<file path="src/serial_port_pkg.sv">
// Constants, types and frame encodings for the asynchronous serial port
// Summary of operation
// Separate 16-deep FIFOs, or single holding byte
// Start, 5-9 data, optional parity, 1-2 stops
// Even, odd, space, mark or no parity
// Transmit holding is write-only, sixteen may queue
// After reset holding empty flag reads one
// Transmit data least significant bit first
// Idle transmit line rests high
// Each bit lasts sixteen baud ticks
// Software picks mark for address, space data
// Data ready sets on store, clears when drained
// Unused upper received bits read zero
// Nine-bit mode flags high ninth bit address
// Receiver syncs on start falling edge, 16x
// Detect framing, parity, overrun and break errors
// Two modem outputs, four inputs, ring trailing edge
// Modem change interrupt clears on status read
// Holding-empty and complete interrupts, cleared by write
// Receive ready at trigger level or one byte
// Time-out after four idle character times
// Ready and time-out share one enable
// Line status interrupt follows errored head byte
// Error summary while errored byte stored
// Sixteen-bit down-counter reloads after one, pulses
// Divisor resets to two, write restarts count
// Overrun discards new character, keeps stored
// Loop mode wires output back, line idles high
package serial_port_pkg;
  localparam int unsigned DEPTH = 16;
  localparam int unsigned PTR_W = 4;
  localparam int unsigned CNT_W = 5;
  localparam logic [15:0] DIV_RESET = 16'h0002;
  localparam logic [15:0] DIV_LAST = 16'h0001;
  localparam logic [3:0] TICKS_LAST = 4'hf;
  localparam logic [3:0] TICKS_MID = 4'h7;
  localparam logic [5:0] TOUT_CHARS = 6'h04;
  localparam int unsigned LS_DR = 0;
  localparam int unsigned LS_OE = 1;
  localparam int unsigned LS_PE = 2;
  localparam int unsigned LS_FE = 3;
  localparam int unsigned LS_BI = 4;
  localparam int unsigned LS_TX_HOLD_EMPTY = 5;
  localparam int unsigned LS_TEMT = 6;
  localparam int unsigned LS_ERR = 7;
  typedef enum logic [2:0] {
    PAR_NONE = 3'b000, PAR_ODD = 3'b001, PAR_EVEN = 3'b011,
    PAR_MARK = 3'b101, PAR_SPACE = 3'b111
  } parity_e;
  // Line format from software
  typedef struct packed {
    logic [3:0] data_bits;  // 5 to 9
    parity_e parity;
    logic two_stop;
    logic send_break;
  } line_cfg_s;
  // Received entry: data plus per-byte errors
  typedef struct packed {
    logic brk;
    logic frm;
    logic par;
    logic [7:0] data;
  } rx_entry_s;
  typedef enum logic [2:0] {
    SER_IDLE = 3'b000, SER_START = 3'b001, SER_DATA = 3'b010,
    SER_PAR = 3'b011, SER_STOP = 3'b100
  } ser_e;
endpackage

</file>
<file path="src/async_serial_port_fifo.sv">
// Serial port top with baud divider, transmitter, receiver and modem logic
`timescale 1ns/100ps
`default_nettype none

// Small valid/ready FIFO
module sp_fifo #(
  parameter int unsigned WIDTH = 8,
  parameter int unsigned DEPTH = 4,
  parameter int unsigned AW = 2
) (
  input wire logic sys_clk,
  input wire logic rst_n,
  input wire logic flush,
  input wire logic in_valid,
  output logic in_ready,
  input wire logic [WIDTH-1:0] in_data,
  output logic out_valid,
  input wire logic out_ready,
  output logic [WIDTH-1:0] out_data,
  output logic [AW:0] count
);
  logic [WIDTH-1:0] mem [DEPTH];  // Storage
  logic [AW-1:0] rd_q;
  logic [AW-1:0] wr_q;
  logic [AW:0] cnt_q;
  logic push;
  logic pop;
  assign in_ready = (cnt_q != (AW+1)'(DEPTH)) || flush;
  assign out_valid = (cnt_q != '0);
  assign push = in_valid && (cnt_q != (AW+1)'(DEPTH)) && !flush;
  assign pop = out_valid && out_ready && !flush;
  assign out_data = mem[rd_q];
  assign count = cnt_q;
  // Pointers and count; flush empties at once
  always_ff @(posedge sys_clk or negedge rst_n)
  begin
    if (!rst_n)
    begin
      rd_q <= '0;
      wr_q <= '0;
      cnt_q <= '0;
    end
    else if (flush)
    begin
      rd_q <= '0;
      wr_q <= '0;
      cnt_q <= '0;
    end
    else
    begin
      if (push)
        wr_q <= wr_q + AW'(1);
      if (pop)
        rd_q <= rd_q + AW'(1);
      cnt_q <= cnt_q + (AW+1)'(push) - (AW+1)'(pop);
    end
  end
  // Storage written without reset
  always_ff @(posedge sys_clk)
  begin
    if (push)
      mem[wr_q] <= in_data;
  end
endmodule

module async_serial_port_fifo
  import serial_port_pkg::*;
(
  input wire logic sys_clk,
  input wire logic rst_n,
  input wire logic soft_reset,  // Synchronous reset; modem deltas and input synchronisers keep their values
  input wire serial_port_pkg::line_cfg_s line_cfg,
  input wire logic fifo_enable,
  input wire logic [4:0] rx_trigger,
  input wire logic loop_mode,
  input wire logic [15:0] divisor,
  input wire logic divisor_write,
  input wire logic tx_hold_reg_write,
  input wire logic [7:0] tx_hold_reg_data,
  output logic tx_hold_reg_ready,
  input wire logic rx_buffer_reg_read,
  output logic [7:0] rx_buffer_reg,
  output logic rx_ninth_bit,
  input wire logic line_status_read,
  output logic [7:0] line_status_reg,
  input wire logic modem_status_read,
  output logic [7:0] modem_status_reg,
  input wire logic [1:0] modem_out,  // Request-to-send, terminal-ready
  input wire logic [3:0] modem_in_pins,  // Clear, set-ready, ring, carrier
  output logic [1:0] modem_out_pins,
  input wire logic ien_rx,
  input wire logic ien_tx_empty,
  input wire logic ien_tx_done,
  input wire logic ien_line,
  input wire logic ien_modem,
  output logic irq_rx_ready,
  output logic irq_rx_timeout,
  output logic irq_tx_empty,
  output logic irq_tx_done,
  output logic irq_line,
  output logic irq_modem,
  input wire logic rx_pin,
  output logic tx_pin
);
  import serial_port_pkg::*;

  // ************************************************************
  // Baud divider
  // ************************************************************
  logic [15:0] baud_divider_q;
  logic [15:0] div_latch_q;
  logic tick;
  assign tick = (baud_divider_q == DIV_LAST);
  // Count down; reload after 0001 and pulse once
  always_ff @(posedge sys_clk or negedge rst_n)
  begin
    if (!rst_n)
    begin
      div_latch_q <= DIV_RESET;
      baud_divider_q <= DIV_RESET;
    end
    else if (soft_reset)
    begin
      div_latch_q <= DIV_RESET;
      baud_divider_q <= DIV_RESET;
    end
    else if (divisor_write)
    begin
      div_latch_q <= divisor;
      baud_divider_q <= divisor;
    end
    else if (tick)
      baud_divider_q <= div_latch_q;
    else
      baud_divider_q <= baud_divider_q - 16'h0001;
  end

  // ************************************************************
  // Input synchronisers
  // ************************************************************
  logic [4:0] sync1_q;
  logic [4:0] sync2_q;
  // Two stages before any logic looks at pins
  always_ff @(posedge sys_clk or negedge rst_n)
  begin
    if (!rst_n)
    begin
      sync1_q <= 5'h1f;
      sync2_q <= 5'h1f;
    end
    else
    begin
      sync1_q <= {rx_pin, modem_in_pins};
      sync2_q <= sync1_q;
    end
  end

  // ************************************************************
  // Transmit path
  // ************************************************************
  logic tx_flush;
  logic txf_valid;
  logic txf_pop;
  logic [8:0] txf_data;
  logic [4:0] txf_count;
  logic [4:0] tx_cap;
  logic tx_in_ready;
  assign tx_flush = soft_reset;
  assign tx_cap = fifo_enable ? 5'(DEPTH) : 5'h01;
  assign tx_hold_reg_ready = tx_in_ready && (txf_count < tx_cap);
  sp_fifo #(.WIDTH(9), .DEPTH(DEPTH), .AW(PTR_W)) u_txf (
    .sys_clk(sys_clk), .rst_n(rst_n), .flush(tx_flush),
    .in_valid(tx_hold_reg_write && tx_hold_reg_ready), .in_ready(tx_in_ready),
    .in_data({1'b0, tx_hold_reg_data}), .out_valid(txf_valid),
    .out_ready(txf_pop), .out_data(txf_data), .count(txf_count)
  );
  ser_e tx_st_q;
  logic [3:0] tx_tick_q;
  logic [3:0] tx_bit_q;
  logic [8:0] tx_sh_q;
  logic tx_par_q;
  logic tx_line_q;
  logic tx_stop2_q;
  logic tx_done_q;
  logic bit_end;
  assign bit_end = tick && (tx_tick_q == TICKS_LAST);
  assign txf_pop = (tx_st_q == SER_IDLE) && txf_valid && tick;
  // Frame sequencer: start, data LSB first, parity, stops
  always_ff @(posedge sys_clk or negedge rst_n)
  begin
    if (!rst_n)
    begin
      tx_st_q <= SER_IDLE;
      tx_tick_q <= '0;
      tx_bit_q <= '0;
      tx_sh_q <= '0;
      tx_par_q <= 1'b0;
      tx_line_q <= 1'b1;
      tx_stop2_q <= 1'b0;
      tx_done_q <= 1'b0;
    end
    else if (soft_reset)
    begin
      tx_st_q <= SER_IDLE;
      tx_line_q <= 1'b1;
      tx_done_q <= 1'b0;
    end
    else
    begin
      if (tx_hold_reg_write)
        tx_done_q <= 1'b0;
      if (tick)
        tx_tick_q <= tx_tick_q + 4'h1;
      unique case (tx_st_q)
        SER_IDLE:
        begin
          tx_line_q <= 1'b1;
          tx_tick_q <= '0;
          if (txf_pop)
          begin
            tx_sh_q <= txf_data;
            tx_par_q <= ^txf_data[7:0];
            tx_line_q <= 1'b0;
            tx_st_q <= SER_START;
          end
        end
        SER_START:
          if (bit_end)
          begin
            tx_line_q <= tx_sh_q[0];
            tx_sh_q <= {1'b0, tx_sh_q[8:1]};
            tx_bit_q <= 4'h1;
            tx_st_q <= SER_DATA;
          end
        SER_DATA:
          if (bit_end)
          begin
            if (tx_bit_q < line_cfg.data_bits)
            begin
              tx_line_q <= tx_sh_q[0];
              tx_sh_q <= {1'b0, tx_sh_q[8:1]};
              tx_bit_q <= tx_bit_q + 4'h1;
            end
            else if (line_cfg.parity != PAR_NONE)
            begin
              unique case (line_cfg.parity)
                PAR_EVEN: tx_line_q <= tx_par_q;
                PAR_ODD: tx_line_q <= ~tx_par_q;
                PAR_MARK: tx_line_q <= 1'b1;
                PAR_SPACE: tx_line_q <= 1'b0;
                default: tx_line_q <= 1'b1;
              endcase
              tx_st_q <= SER_PAR;
            end
            else
            begin
              tx_line_q <= 1'b1;
              tx_stop2_q <= line_cfg.two_stop;
              tx_st_q <= SER_STOP;
            end
          end
        SER_PAR:
          if (bit_end)
          begin
            tx_line_q <= 1'b1;
            tx_stop2_q <= line_cfg.two_stop;
            tx_st_q <= SER_STOP;
          end
        SER_STOP:
          if (bit_end)
          begin
            if (tx_stop2_q)
              tx_stop2_q <= 1'b0;
            else
            begin
              tx_st_q <= SER_IDLE;
              tx_done_q <= 1'b1;
            end
          end
        default: tx_st_q <= SER_IDLE;
      endcase
    end
  end
  logic tx_serial;
  assign tx_serial = tx_line_q && !line_cfg.send_break;
  // Output register; loop mode parks the line high
  always_ff @(posedge sys_clk or negedge rst_n)
  begin
    if (!rst_n)
    begin
      tx_pin <= 1'b1;
      modem_out_pins <= 2'h0;
    end
    else
    begin
      tx_pin <= loop_mode ? 1'b1 : tx_serial;
      modem_out_pins <= loop_mode ? 2'h0 : modem_out;
    end
  end

  // ************************************************************
  // Receive path
  // ************************************************************
  logic rx_line;
  logic [3:0] mdm_in;
  assign rx_line = loop_mode ? tx_serial : sync2_q[4];
  assign mdm_in = loop_mode ? {modem_out[0], 1'b0, modem_out} : sync2_q[3:0];
  ser_e rx_st_q;
  logic [3:0] rx_tick_q;
  logic [3:0] rx_bit_q;
  logic [8:0] rx_sh_q;
  logic rx_allzero_q;
  logic rx_push;
  rx_entry_s rx_new;
  logic rxf_in_ready;
  logic rxf_valid;
  logic [4:0] rxf_count;
  rx_entry_s rxf_head;
  logic overrun_q;
  logic ninth_hi;
  logic par_bad;
  assign ninth_hi = (line_cfg.data_bits == 4'h9) && rx_sh_q[8];
  // Receive state: sample mid-bit after start edge
  always_ff @(posedge sys_clk or negedge rst_n)
  begin
    if (!rst_n)
    begin
      rx_st_q <= SER_IDLE;
      rx_tick_q <= '0;
      rx_bit_q <= '0;
      rx_sh_q <= '0;
      rx_allzero_q <= 1'b1;
      rx_push <= 1'b0;
      rx_new <= '0;
    end
    else if (soft_reset)
    begin
      rx_st_q <= SER_IDLE;
      rx_push <= 1'b0;
    end
    else
    begin
      rx_push <= 1'b0;
      if (tick)
      begin
        rx_tick_q <= rx_tick_q + 4'h1;
        unique case (rx_st_q)
          SER_IDLE:
            if (!rx_line)
            begin
              rx_st_q <= SER_START;
              rx_tick_q <= '0;
            end
          SER_START:
            if (rx_tick_q == TICKS_MID)
            begin
              rx_tick_q <= '0;
              rx_bit_q <= '0;
              rx_sh_q <= '0;
              rx_allzero_q <= 1'b1;
              rx_st_q <= rx_line ? SER_IDLE : SER_DATA;
            end
          SER_DATA:
            if (rx_tick_q == TICKS_LAST)
            begin
              rx_sh_q <= {1'b0, rx_sh_q[8:1]} | (9'(rx_line) << (line_cfg.data_bits - 4'h1));
              rx_allzero_q <= rx_allzero_q && !rx_line;
              rx_bit_q <= rx_bit_q + 4'h1;
              if (rx_bit_q + 4'h1 == line_cfg.data_bits)
                rx_st_q <= (line_cfg.parity != PAR_NONE) ? SER_PAR : SER_STOP;
            end
          SER_PAR:
            if (rx_tick_q == TICKS_LAST)
            begin
              rx_new.par <= par_bad;
              rx_allzero_q <= rx_allzero_q && !rx_line;
              rx_st_q <= SER_STOP;
            end
          SER_STOP:
            if (rx_tick_q == TICKS_LAST)
            begin
              rx_new.data <= rx_sh_q[7:0];
              rx_new.frm <= !rx_line;
              rx_new.brk <= rx_allzero_q && !rx_line;
              if (line_cfg.parity == PAR_NONE)
                rx_new.par <= ninth_hi;
              rx_push <= 1'b1;
              rx_st_q <= SER_IDLE;
            end
          default: rx_st_q <= SER_IDLE;
        endcase
      end
    end
  end
  // Parity check; ninth bit high counts as address
  always_comb
  begin
    unique case (line_cfg.parity)
      PAR_EVEN: par_bad = rx_line != ^rx_sh_q;
      PAR_ODD: par_bad = rx_line == ^rx_sh_q;
      PAR_MARK: par_bad = !rx_line;
      PAR_SPACE: par_bad = rx_line;
      default: par_bad = 1'b0;
    endcase
    if (ninth_hi)
      par_bad = 1'b1;
  end
  logic [4:0] rx_cap;
  logic rx_room;
  logic rx_pop;
  assign rx_cap = fifo_enable ? 5'(DEPTH) : 5'h01;
  assign rx_room = rxf_in_ready && (rxf_count < rx_cap);
  assign rx_pop = rx_buffer_reg_read && rxf_valid;
  sp_fifo #(.WIDTH(11), .DEPTH(DEPTH), .AW(PTR_W)) u_rxf (
    .sys_clk(sys_clk), .rst_n(rst_n), .flush(soft_reset),
    .in_valid(rx_push && rx_room), .in_ready(rxf_in_ready),
    .in_data(rx_new), .out_valid(rxf_valid), .out_ready(rx_pop),
    .out_data(rxf_head), .count(rxf_count)
  );
  // Data outputs registered from the head entry
  always_ff @(posedge sys_clk or negedge rst_n)
  begin
    if (!rst_n)
    begin
      rx_buffer_reg <= '0;
      rx_ninth_bit <= 1'b0;
    end
    else
    begin
      rx_buffer_reg <= rxf_valid ? rxf_head.data : 8'h00;
      rx_ninth_bit <= rxf_valid && rxf_head.par && (line_cfg.data_bits == 4'h9);
    end
  end
  // Count errored entries held in the receive FIFO
  logic [4:0] err_cnt_q;
  logic new_err;
  logic head_err;
  assign new_err = rx_push && rx_room && (rx_new.par || rx_new.frm || rx_new.brk);
  assign head_err = rxf_valid && (rxf_head.par || rxf_head.frm || rxf_head.brk);
  always_ff @(posedge sys_clk or negedge rst_n)
  begin
    if (!rst_n)
      err_cnt_q <= '0;
    else if (soft_reset)
      err_cnt_q <= '0;
    else
      err_cnt_q <= err_cnt_q + 5'(new_err) - 5'(rx_pop && head_err);
  end
  // Overrun and line-status interrupt latch; a new event beats the read clear
  logic line_irq_q;
  logic head_seen_q;
  always_ff @(posedge sys_clk or negedge rst_n)
  begin
    if (!rst_n)
    begin
      overrun_q <= 1'b0;
      line_irq_q <= 1'b0;
      head_seen_q <= 1'b0;
    end
    else if (soft_reset)
    begin
      overrun_q <= 1'b0;
      line_irq_q <= 1'b0;
      head_seen_q <= 1'b0;
    end
    else
    begin
      head_seen_q <= head_err && !rx_pop;
      if (rx_push && !rx_room)
        overrun_q <= 1'b1;
      else if (line_status_read)
        overrun_q <= 1'b0;
      if ((rx_push && !rx_room) || (head_err && !head_seen_q))
        line_irq_q <= 1'b1;
      else if (line_status_read || !head_err && !overrun_q)
        line_irq_q <= 1'b0;
    end
  end
  // Time-out: four idle character times of 16 ticks per bit
  logic [9:0] tout_q;
  logic [9:0] char_ticks;
  logic tout_flag_q;
  assign char_ticks = 10'({line_cfg.data_bits + 4'h3, 4'h0});
  always_ff @(posedge sys_clk or negedge rst_n)
  begin
    if (!rst_n)
    begin
      tout_q <= '0;
      tout_flag_q <= 1'b0;
    end
    else if (soft_reset || !rxf_valid)
    begin
      tout_q <= '0;
      tout_flag_q <= 1'b0;
    end
    else if (rx_pop || rx_push)
      tout_q <= '0;
    else if (tick && tout_q != 10'h3ff)
    begin
      tout_q <= tout_q + 10'h001;
      if (12'(tout_q) + 12'h001 >= 12'(char_ticks) * 12'(TOUT_CHARS))
        tout_flag_q <= tout_flag_q || (rxf_count < rx_trigger);
    end
  end

  // ************************************************************
  // Modem status
  // ************************************************************
  logic [3:0] mdm_prev_q;
  logic [3:0] delta_q;
  logic [3:0] delta_set;
  assign delta_set = {mdm_in[3] ^ mdm_prev_q[3], mdm_prev_q[2] && !mdm_in[2],
                      mdm_in[1:0] ^ mdm_prev_q[1:0]};
  // Deltas stick until read; a fresh change beats the clear
  always_ff @(posedge sys_clk or negedge rst_n)
  begin
    if (!rst_n)
    begin
      mdm_prev_q <= '1;  // Same as the synchroniser reset, so no false edge
      delta_q <= '0;
    end
    else
    begin
      mdm_prev_q <= mdm_in;
      delta_q <= delta_set | (modem_status_read ? 4'h0 : delta_q);
    end
  end
  assign modem_status_reg = {mdm_in, delta_q};

  // ************************************************************
  // Status and interrupt outputs
  // ************************************************************
  assign line_status_reg = {err_cnt_q != 5'h00, !txf_valid && tx_st_q == SER_IDLE,
                            !txf_valid, rxf_valid && rxf_head.brk,
                            rxf_valid && rxf_head.frm, rxf_valid && rxf_head.par,
                            overrun_q, rxf_valid};
  assign irq_tx_empty = ien_tx_empty && !txf_valid;
  assign irq_tx_done = ien_tx_done && tx_done_q && !txf_valid;
  assign irq_rx_ready = ien_rx && (fifo_enable ? rxf_count >= rx_trigger : rxf_valid);
  assign irq_rx_timeout = ien_rx && tout_flag_q;
  assign irq_line = ien_line && line_irq_q;
  assign irq_modem = ien_modem && (delta_q != 4'h0);

  // ************************************************************
  // Checks
  // ************************************************************
  a_idle_high: assert property (@(posedge sys_clk) disable iff (!rst_n)
    (tx_st_q == SER_IDLE && !line_cfg.send_break && !loop_mode) |=> tx_pin)
    else $error("tx line not idle high");
  a_div_reload: assert property (@(posedge sys_clk) disable iff (!rst_n)
    (tick && !divisor_write && !soft_reset) |=> baud_divider_q == div_latch_q)
    else $error("divider did not reload");
  a_ready_flag: assert property (@(posedge sys_clk) disable iff (!rst_n)
    line_status_reg[LS_DR] == (rxf_count != 5'h00))
    else $error("ready flag wrong");
  a_overrun_keep: assert property (@(posedge sys_clk) disable iff (!rst_n)
    (rx_push && !rx_room && !rx_pop && !soft_reset) |=> $stable(rxf_count))
    else $error("overrun changed fifo");
  // A frame ending in the write cycle sets done again; the set wins
  a_tx_cleared: assert property (@(posedge sys_clk) disable iff (!rst_n)
    (tx_hold_reg_write && !soft_reset && !(tx_st_q == SER_STOP && bit_end))
    |=> !tx_done_q)
    else $error("done not cleared");
  a_modem_clear: assert property (@(posedge sys_clk) disable iff (!rst_n)
    (modem_status_read && delta_set == 4'h0) |=> delta_q == 4'h0)
    else $error("modem delta not cleared");
  a_err_summary: assert property (@(posedge sys_clk) disable iff (!rst_n)
    head_err |-> line_status_reg[LS_ERR])
    else $error("error summary low");
  a_fifo_cap: assert property (@(posedge sys_clk) disable iff (!rst_n)
    !fifo_enable |-> rxf_count <= 5'h01)
    else $error("holding byte exceeded");
endmodule

`default_nettype wire

</file>
<file path="config.mk">
export PLATFORM = sky130hd
export DESIGN_NAME = async_serial_port_fifo
export DESIGN_NICKNAME = d
export VERILOG_FILES = /design/src/serial_port_pkg.sv /design/src/async_serial_port_fifo.sv
export SDC_FILE = /design/constraint.sdc
export NUM_CORES = 1
export LEC_CHECK = 0
export BUFFER_PORTS_ARGS = -buffer_cell sky130_fd_sc_hd__buf_2
export CAP_MARGIN = 20
export CORE_UTILIZATION = 45
export DETAILED_ROUTE_END_ITERATION = 6
export GPL_TIMING_DRIVEN = 0
export HOLD_SLACK_MARGIN = 0.03
export PLACE_DENSITY = 0.64
export SLEW_MARGIN = 20
export SYNTH_ARGS = -nofsm -noshare
export SYNTH_HDL_FRONTEND = slang
export SYNTH_SLANG_ARGS = --single-unit
</file>
<file path="constraint.sdc">
create_clock -name sys_clk -period 4.2 [get_ports sys_clk]
set_input_delay 0.42 -clock sys_clk [delete_from_list [all_inputs] [get_ports sys_clk]]
set_output_delay 0.42 -clock sys_clk [all_outputs]
set_load 0.05 [all_outputs]
</file>
== After elaboration in Yosys (flattened, before gate mapping) ==
Memories as Yosys holds them, arrays and structs flattened.
Index checks and enable logic that the tools add are counted.

* Bits in writable memories: 304
* Logic and storage cells: 346
* Output and inout bits: 35
* Register bits after elaboration: 164
* Memories kept: 2
* Bits of input ports: 60

* Bitwise gates (word level): 6
* $add $sub $neg: 19
* Magnitude comparators: 6
* Equal/unequal tests: 51
* Shift operators: 1
* Reduce and logical (&&, ||, !) cells: 106
* Muxes and demuxes: 115

{| class="wikitable"
|+ Memory list
! memory !! depth !! width !! rd ports !! clocked after memory_dff !! wr ports !! RTL line !! RTL
|-
| u_rxf.mem || 16 || 11 || 1 || 0 || 1 || async_serial_port_fifo.sv:22 || <nowiki>logic [WIDTH-1:0] mem [DEPTH];</nowiki>
|-
| u_txf.mem || 16 || 8 || 1 || 0 || 1 || async_serial_port_fifo.sv:22 ||
|}

{| class="wikitable"
|+ Operators by type and width
! operator !! count
|-
| $mux 16 || 5
|-
| $mux 4 || 19
|-
| $mux 9 || 7
|-
| $mux 3 || 17
|-
| $mux 1 || 44
|-
| $logic_and 1x1->1 || 40
|-
| $ne 3x3->1 const B || 12
|-
| $add 4x1->4 const B || 8
|-
| $mux 10 || 3
|-
| $pmux 3 s5 || 2
|-
| $pmux 9 s3 || 1
|-
| $ne 2x2->1 const B || 13
|-
| $reduce_bool 2->1 || 13
|-
| $pmux 4 s2 || 3
|-
| $reduce_and 7->1 || 3
|-
| $mux 5 || 4
|-
| $reduce_bool 5->1 || 4
|-
| $pmux 9 s2 || 1
|-
| $reduce_bool 3->1 || 6
|-
| $eq 16x1->1 const B || 1
|-
| $sub 16x1->16 const B || 1
|-
| $add 5x1->5 || 3
|-
| $eq 3x2->1 const B || 5
|-
| $lt 5x5->1 || 3
|-
| other kinds (42) || 86
|}

== Depth between registers and ports, before layout ==
Gate-level depths: netlist (run 1).
An unclocked memory read counts as a cell.

* Depth in word-level cells: 10
* Gate-level depth with buffers: 20
* Depth with buffers taken out: 19

== By module ==
From an unflattened synthesis (run 1), not the netlist that was laid out.

* Cell total of the unflattened synthesis: 1593
* Area, all modules: 21971.1 um2

{| class="wikitable"
|+ Modules (own cells, without submodules)
! module !! instances !! cells each !! area each (um2)
|-
| sp_fifo (u_rxf) || 1 || 427 || 7822.5
|-
| async_serial_port_fifo || 1 || 797 || 7617.3
|-
| sp_fifo (u_txf) || 1 || 369 || 6531.3
|}

== Worst setup path after synthesis (run 1) ==
OpenSTA, ideal clock, no wires.

* Kind: reg-to-reg
* From: register u_rxf.cnt_q[2], in the netlist u_rxf.count[2]
* To: register err_cnt_q[4]
* Data arrival time: 3.734 ns
* Library setup time: 0.078 ns
* Setup slack: 0.388 ns
* Required time: 4.122 ns
* Stages on the path, launching flop included: 21
* Path through: dfrtp_1 inv_1 ha_1 nor3b_1 nor2b_1 clkbuf_1 clkinv_1 o221ai_1 inv_1 nor3_1 nor2_1 ha_1 inv_1 ha_1 inv_1 fa_1 inv_1 a21oi_1 nor2_1 or3_1 a21oi_1

* Elaborated cells on any way between the ends: 13
* Those cells by class: 2 x add/sub; 1 x order compare; 1 x eq/ne; 1 x mux; 8 x reduce/logical

{| class="wikitable"
|+ RTL lines
! element !! RTL line !! RTL
|-
| start: declaration || async_serial_port_fifo.sv:25 || <nowiki>logic [AW:0] cnt_q;</nowiki>
|-
| start signal: assignment || async_serial_port_fifo.sv:55 || <nowiki>cnt_q <= cnt_q + (AW+1)'(push) - (AW+1)'(pop);</nowiki>
|-
| $reduce_bool 5->1 * || async_serial_port_fifo.sv:29 || <nowiki>assign out_valid = (cnt_q != '0);</nowiki>
|-
| named net rxf_valid || async_serial_port_fifo.sv:316 || <nowiki>logic rxf_valid;</nowiki>
|-
| $logic_and 1x1->1, on equally long branches || async_serial_port_fifo.sv:413, async_serial_port_fifo.sv:439 ||
|-
| $logic_and 1x1->1 * || async_serial_port_fifo.sv:447 || <nowiki>err_cnt_q <= err_cnt_q + 5'(new_err) - 5'(rx_pop && head_err);</nowiki>
|-
| $sub 5x1->5 * || async_serial_port_fifo.sv:447 ||
|-
| $mux 5 * || async_serial_port_fifo.sv:444 || <nowiki>else if (soft_reset)</nowiki>
|-
| end signal: assignment || async_serial_port_fifo.sv:447 ||
|-
| end: declaration || async_serial_port_fifo.sv:435 || <nowiki>logic [4:0] err_cnt_q;</nowiki>
|}

Mark *: on every way through the listed nets, which the timed path passes. The rest lies on a longest branch.
A chain may end at the register's enable or synchronous reset.

== Worst setup path after layout (run 1) ==
* From: register baud_divider_q[12]
* To: register u_txf.cnt_q[4], in the netlist u_txf.count[4]

* Longest elaborated chain between the ends: 6

{| class="wikitable"
|+ RTL lines
! element !! RTL line !! RTL
|-
| start: declaration || async_serial_port_fifo.sv:110 || <nowiki>logic [15:0] baud_divider_q;</nowiki>
|-
| start signal: assignment || async_serial_port_fifo.sv:130 || <nowiki>baud_divider_q <= divisor;</nowiki>
|-
| start signal: assignment || async_serial_port_fifo.sv:133 || <nowiki>baud_divider_q <= div_latch_q;</nowiki>
|-
| start signal: assignment || async_serial_port_fifo.sv:135 || <nowiki>baud_divider_q <= baud_divider_q - 16'h0001;</nowiki>
|-
| $eq 16x1->1 || async_serial_port_fifo.sv:113 || <nowiki>assign tick = (baud_divider_q == DIV_LAST);</nowiki>
|-
| $logic_and 1x1->1 || async_serial_port_fifo.sv:187 || <nowiki>assign txf_pop = (tx_st_q == SER_IDLE) && txf_valid && tick;</nowiki>
|-
| $logic_and 1x1->1 (2 in a row) || async_serial_port_fifo.sv:31 || <nowiki>assign pop = out_valid && out_ready && !flush;</nowiki>
|-
| $sub 5x1->5 || async_serial_port_fifo.sv:55 ||
|-
| $mux 5 || async_serial_port_fifo.sv:43 || <nowiki>else if (flush)</nowiki>
|-
| end signal: assignment || async_serial_port_fifo.sv:55 ||
|-
| end: declaration || async_serial_port_fifo.sv:25 ||
|}

No other way between the ends.

==> results_dict.tcl, run 1 <==
set metrics [dict create \
    p_int_w 0.00810 \
    startpoint_type "flip-flop" \
    p_clk_share_pct 39.7 \
    pwr-share-seq_pct 46.3 \
    worstHoldPathType "input port to flip-flop" \
    rsz0062_at_grt "no" \
    worstPathArrival_ns 4.41 \
    vias_per_cell 5.49 \
    reg2reg_depth 16 \
    cts_max_path_buffers 3 \
    peakVddDrop_mv 0.383 \
    syn_area_per_cell_um2 13.7 \
    p_per_area_mw_per_mm2 460 \
    cts_root_buf "clkbuf_16" \
    die_h_um 217 \
    wl_mm 46.8 \
    fin_total_pwr_w 0.0110 \
    synth-edff-count 304 \
    period_needed_ns 3.96 \
    worstSetupEndpointType "flip-flop" \
    cts_tree "yes" \
    dieArea_mm2 0.0470 \
    finalHoldViolCount 0 \
    fin_skew_ns 0.0237 \
    slew_viol_final 0 \
    synthCells 1520 \
    grt_pass1_vias 13066 \
    largest_reg_flops 176 \
    crit_required_ns 4.65 \
    syn_nets 1638 \
    portBuffers 92 \
    place_congestion 0.847 \
    swShare_pct 26.2 \
    status "complete, no violations" \
    syn_to_final_growth_pct 14.7 \
    antenna_found_initial 3 \
    drv_cap 0 \
    hold-path-cell-count 2 \
    fmax_mhz 253 \
    critical_path_class "flip-flop to flip-flop" \
    yosys_most_used_dff "edfxtp_1" \
    grt_pass1_wl_mm 73.6 \
    fin_nets 1790 \
    grt_usage_pct 20.4 \
    ys_ff_latch 467 \
    die_w_um 217 \
    grt_max_degree 93 \
    gr-total-overflow 0 \
    power_frac_comb_pct 14.0 \
    power_switching_w 0.00287 \
    row_count 78 \
    async_flop_share_pct 34.9 \
    core_area_mm2 0.0455 \
    dr.pass1.iters 5 \
    fin_crit_sh_pct 94.3 \
    clock_latency_ns 0.59 \
    ys.warnings.count 0 \
    ant_nets 0 \
    ios 95 \
    h-tree-depth 2 \
    wl_per_cell_um 20.2 \
    vias 12722 \
    synth.distinct_cells 74 \
    drtIter0Drc 978 \
    tightest_slew_ns 0.972 \
    cts_sinks 467 \
    route.detailed.drc 0 \
    synthesis.area_mm2 0.0208 \
    start_util_pct 45.7 \
    synth-seq-area-share_pct 63.7 \
    clk_pin_slew_ns 0.06 \
    place_area_mm2 0.0221 \
    crit_fanout 10 \
    final_area_mm2 0.0238 \
    power_leakage_nw 9.33 \
    cts-buffers-inserted 50 \
    relSlewSlack_pct 34.7 \
    largest_register "u_rxf.mem" \
    report.final.setup_viol 0 \
    drive_above_1_share_pct 19.0 \
    hpwl_mm 31.8 \
    largestRegisters "u_rxf.mem: 176 flops, u_txf.mem: 128 flops" \
]
cell families after synthesis:
family | after synthesis | synth area share, %
mux | 127 | 9.67
buf+inv | 138 | 2.60
fa+ha+maj | 58 | 3.60
flops | 467 | 63.7
compound gates | 231 | 7.50
simple gates | 424 | 9.74
xor+xnor | 75 | 3.23
worst max-delay path: stages, from the launching register on:
cell and delay, ns:
dfrtp_1 0.41, or4_1 0.62, nor4b_4 0.40, and2_1 0.28, buf_2 0.28, nand3_1 0.16
nor2_2 0.23, ha_1 0.27, inv_1 0.05, ha_1 0.16, inv_1 0.05, fa_1 0.40
nor2_1 0.13, nor2_1 0.06, nor2_1 0.12, or3_1 0.12, a21oi_1 0.05
routing by layer:
layer  part of all wire, %  vias to the layer above  track usage (%)  wire, µm
met5                     0                        -                0         0
met4                   2.0                        0             6.90       950
met3                   4.3                       66             3.17      2010
met2                    51                      296             35.3     24000
met1                    42                     6410             26.3     19900
li1                      -                     5950                -         -
cell type report:
cell class	count	area [µm²]
well taps	600	751
plain buffers	71	297
repair buffers	100	566
inverters	67	253
clock inverters	27	267
diodes	3	7.51
clock buffers	66	1360
multi-input cells	915	7110
flip-flops and latches	467	13200
fillers	3804	21600
cell usage after synthesis, drive strengths merged, types with 16 or more instances:
cell | n | share of area, %
edfxtp | 304 | 44
a211oi | 21 | 0.76
mux2 | 20 | 1.1
nor2 | 139 | 2.5
ha | 55 | 3.3
nor2b | 16 | 0.48
nand2 | 118 | 2.1
dfrtp | 144 | 17
clkbuf | 49 | 0.89
nand2b | 23 | 0.69
buf | 22 | 0.50
o21ai | 55 | 1.3
xor2 | 32 | 1.3
a21oi | 56 | 1.3
inv | 64 | 1.2
mux4 | 57 | 6.2
mux2i | 50 | 2.4
nand3 | 26 | 0.63
nor3 | 25 | 0.63
dfstp | 19 | 2.4
xnor2 | 42 | 1.8
a22oi | 17 | 0.64
o221ai | 23 | 0.97
placed cells by master, fill, tap and decap left out, types with 12 or more instances in the layout:
cell,synthesis,routed
edfxtp_1,304,304
o21ai_0,52,52
a21oi_1,56,56
nand2_1,117,116
a22oi_1,16,16
nand2b_1,23,23
or3_1,15,15
dfrtp_1,144,144
clkbuf_1,48,57
inv_1,64,64
xnor2_1,42,42
nor2_1,139,122
nor2_2,0,17
nand3_1,26,26
dfstp_2,19,19
and3_1,12,12
o221ai_1,23,23
xor2_1,32,32
clkbuf_16,0,50
nor2b_1,16,16
mux4_2,57,57
a211oi_1,21,21
nor4_1,12,12
mux2_2,20,20
buf_2,11,101
nor3_1,24,15
mux2i_1,50,50
ha_1,55,55
and2_1,12,12
through the flow:
step / util (%) / hold slack, ns / worst slack (ns) / TNS [ns] / instances
floorplan: - / 0.124 / 0.388 / 0 / 1520
global placement: 48.4 / 0.346 / -0.616 / -1.92 / 2212
detailed placement: 48.6 / 0.347 / -0.727 / -2.12 / 2213
CTS: 52.3 / 0.0390 / 0.0286 / 0 / 2313
global route: 52.4 / 0.0615 / 0.0108 / 0 / 2316
finish: 52.4 / 0.0758 / 0.240 / 0 / 2316
what timing repair did:
action                                  CTS  global route
gates cloned                              0             0
pin swaps                                 1             0
gates resized for setup                   3             9
setup buffers                             1             0
hold buffers                              6             0
hold endpoints to repair                 60             0
endpoints found under the setup margin    6             2
power by group through the flow:
stage	combinational (W)	clock (W)	sequential [W]
detailed placement	0.00152	0	0.00517
global route	0.00168	0.00463	0.00510
global placement	0.00149	0	0.00517
finish	0.00153	0.00436	0.00508
floorplan	0.00106	0	0.00517
CTS	0.00154	0.00445	0.00508
worst paths after layout:
kind,startpoint,to,slack [ns]
min in group asynchronous,rst_n,baud_divider_q[11],0.38
hold / removal,modem_status_read,delta_q[2],0.08
setup reg to reg,baud_divider_q[12],u_txf.count[4],0.24
setup / recovery,baud_divider_q[12],u_txf.count[4],0.24
max in group asynchronous,rst_n,rx_buffer_reg[1],2.95
hold reg to reg,sync1_q[0],sync2_q[0],0.36
No activity file was read; power rests on OpenSTA's default activity.
==> run 2: changes to the inputs <==
--- a/config.mk
+++ b/config.mk
@@ -8,6 +8,7 @@
 export BUFFER_PORTS_ARGS = -buffer_cell sky130_fd_sc_hd__buf_2
 export CAP_MARGIN = 20
 export CORE_UTILIZATION = 45
+export CTS_BUF_LIST = sky130_fd_sc_hd__clkbuf_16
 export DETAILED_ROUTE_END_ITERATION = 6
 export GPL_TIMING_DRIVEN = 0
 export HOLD_SLACK_MARGIN = 0.03
==> results_dict.tcl, run 2 (synthesis gave the netlist of run 1 again) <==
set metrics [dict create \
    largestRegisters "u_rxf.mem: 176 flops, u_txf.mem: 128 flops" \
    p_clk_share_pct 39.0 \
    post-place-ws_ns -0.727 \
    clk_pin_slew_ns 0.06 \
    use_met2_pct 35.1 \
    relSlewSlack_pct 35.2 \
    worstSetupEndpointType "flip-flop" \
    antenna_found_initial 3 \
    cts_tree "yes" \
    fin_nets 1790 \
    report.final.setup_viol 0 \
    die_w_um 217 \
    layout_common_cells "304 x edfxtp_1, 144 x dfrtp_1, 122 x nor2_1" \
    mostFrequentLayoutCell "edfxtp_1" \
    wl_mm 46.8 \
    largest_register "u_rxf.mem" \
    hold-path-cell-count 2 \
    largest_reg_flops 176 \
    rsz0062_at_grt "no" \
    fmax_mhz 253 \
    h-tree-depth 2 \
    grt_pass1_vias 13050 \
    grt_pass1_wl_mm 73.5 \
    cts_max_path_buffers 3 \
    cts-buffers-inserted 50 \
    tightest_slew_ns 0.964 \
    fin_crit_sh_pct 94.2 \
    cts_sinks 467 \
    grt_max_degree 93 \
    place_congestion 0.847 \
    die_h_um 217 \
    busiest_layer "met2" \
    period_needed_ns 3.96 \
    p_per_area_mw_per_mm2 456 \
    swShare_pct 26.4 \
    p_int_w 0.00798 \
    core_area_mm2 0.0455 \
    pwr-share-seq_pct 46.8 \
    drtIter0Drc 966 \
    vias_per_cell 5.52 \
    peakVddDrop_mv 0.384 \
    ant_nets 0 \
    cts_root_buf "clkbuf_16" \
    power_leakage_nw 9.35 \
    clock_latency_ns 0.59 \
    portBuffers 92 \
    power_switching_w 0.00287 \
    crit_required_ns 4.65 \
    grt_usage_pct 20.4 \
    wl_per_cell_um 20.2 \
    worstPathArrival_ns 4.40 \
    route.detailed.drc 0 \
    gr-total-overflow 0 \
    status "complete, no violations" \
    reg2reg_depth 16 \
    ios 95 \
    dieArea_mm2 0.0470 \
    place_area_mm2 0.0221 \
    slew_viol_final 0 \
    row_count 78 \
    fin_total_pwr_w 0.0108 \
    start_util_pct 45.7 \
    power_frac_comb_pct 14.1 \
    finalHoldViolCount 0 \
    drv_cap 0 \
    dr.pass1.iters 7 \
    gr-usage-met3_pct 3.17 \
    vias 12788 \
    final_area_mm2 0.0238 \
    critical_path_class "flip-flop to flip-flop" \
    worstHoldPathType "input port to flip-flop" \
    setup_ws_ns 0.244 \
    syn_to_final_growth_pct 14.5 \
    use_met1_pct 26.3 \
    crit_fanout 10 \
    startpoint_type "flip-flop" \
    drive_above_1_share_pct 18.7 \
    fin_skew_ns 0.0248 \
    hpwl_mm 31.8 \
]
[run 2: worst max-delay path, cell delays in order (launching register included)]
cell and delay [ns]:
dfrtp_1 0.41, or4_1 0.61, nor4b_4 0.39, and2_1 0.29, buf_2 0.29, nand3_1 0.16, nor2_2 0.23, ha_1 0.27
inv_1 0.05, ha_1 0.16, inv_1 0.05, fa_1 0.40, nor2_1 0.13, nor2_1 0.06, nor2_1 0.12, or3_1 0.12
a21oi_1 0.05
[run 2: final timing paths]
path                                         start                 end  slack (ns)
worst min register to register          sync1_q[0]          sync2_q[0]        0.36
worst max-delay path            baud_divider_q[12]      u_txf.count[4]        0.24
worst min-delay path             modem_status_read          delta_q[2]        0.08
min in group asynchronous                    rst_n  baud_divider_q[11]        0.37
max in group asynchronous                    rst_n    rx_buffer_reg[1]        2.94
worst max register to register  baud_divider_q[12]      u_txf.count[4]        0.24
[run 2: power by group through the flow]
stage	sequential [W]	clock, W	combinational [W]
after global placement	0.00517	0	0.00149
after global routing	0.00510	0.00451	0.00168
final	0.00508	0.00424	0.00153
after floorplan	0.00517	0	0.00106
after detailed placement	0.00517	0	0.00152
after CTS	0.00508	0.00433	0.00154
[run 2: area by class of cell]
type / instances / area (µm²)
Fill cell: 3806 / 21700
Sequential cell: 467 / 13200
Multi-Input combinational cell: 915 / 7110
Clock buffer: 50 / 1250
Tap cell: 600 / 751
Timing Repair Buffer: 100 / 566
Clock inverter: 43 / 327
Buffer: 71 / 297
Inverter: 67 / 253
Antenna cell: 3 / 7.51
[run 2: repair_timing]
item                       CTS  global route
buffers inserted             1             0
cloned                       0             0
setup endpoints to repair    6             2
pin swaps                    1             0
gates resized for setup      3             9
hold endpoints to repair    60             0
hold buffers                 6             0
[run 2: metrics by stage]
step | utilization, % | cells | hold slack, ns | TNS [ns]
2_1_floorplan | - | 1520 | 0.124 | 0
5_1_grt | 52.3 | 2316 | 0.0615 | 0
3_5_place_dp | 48.6 | 2213 | 0.347 | -2.12
3_3_place_gp | 48.4 | 2212 | 0.346 | -1.92
6_report | 52.3 | 2316 | 0.0790 | 0
4_1_cts | 52.2 | 2313 | 0.0390 | 0
[run 2: per-layer routing]
metal / vias up / routed length (µm)
met2: 301 / 23900
li1: 5949 / -
met1: 6474 / 19800
met5: - / 0
met3: 64 / 2170
met4: 0 / 954
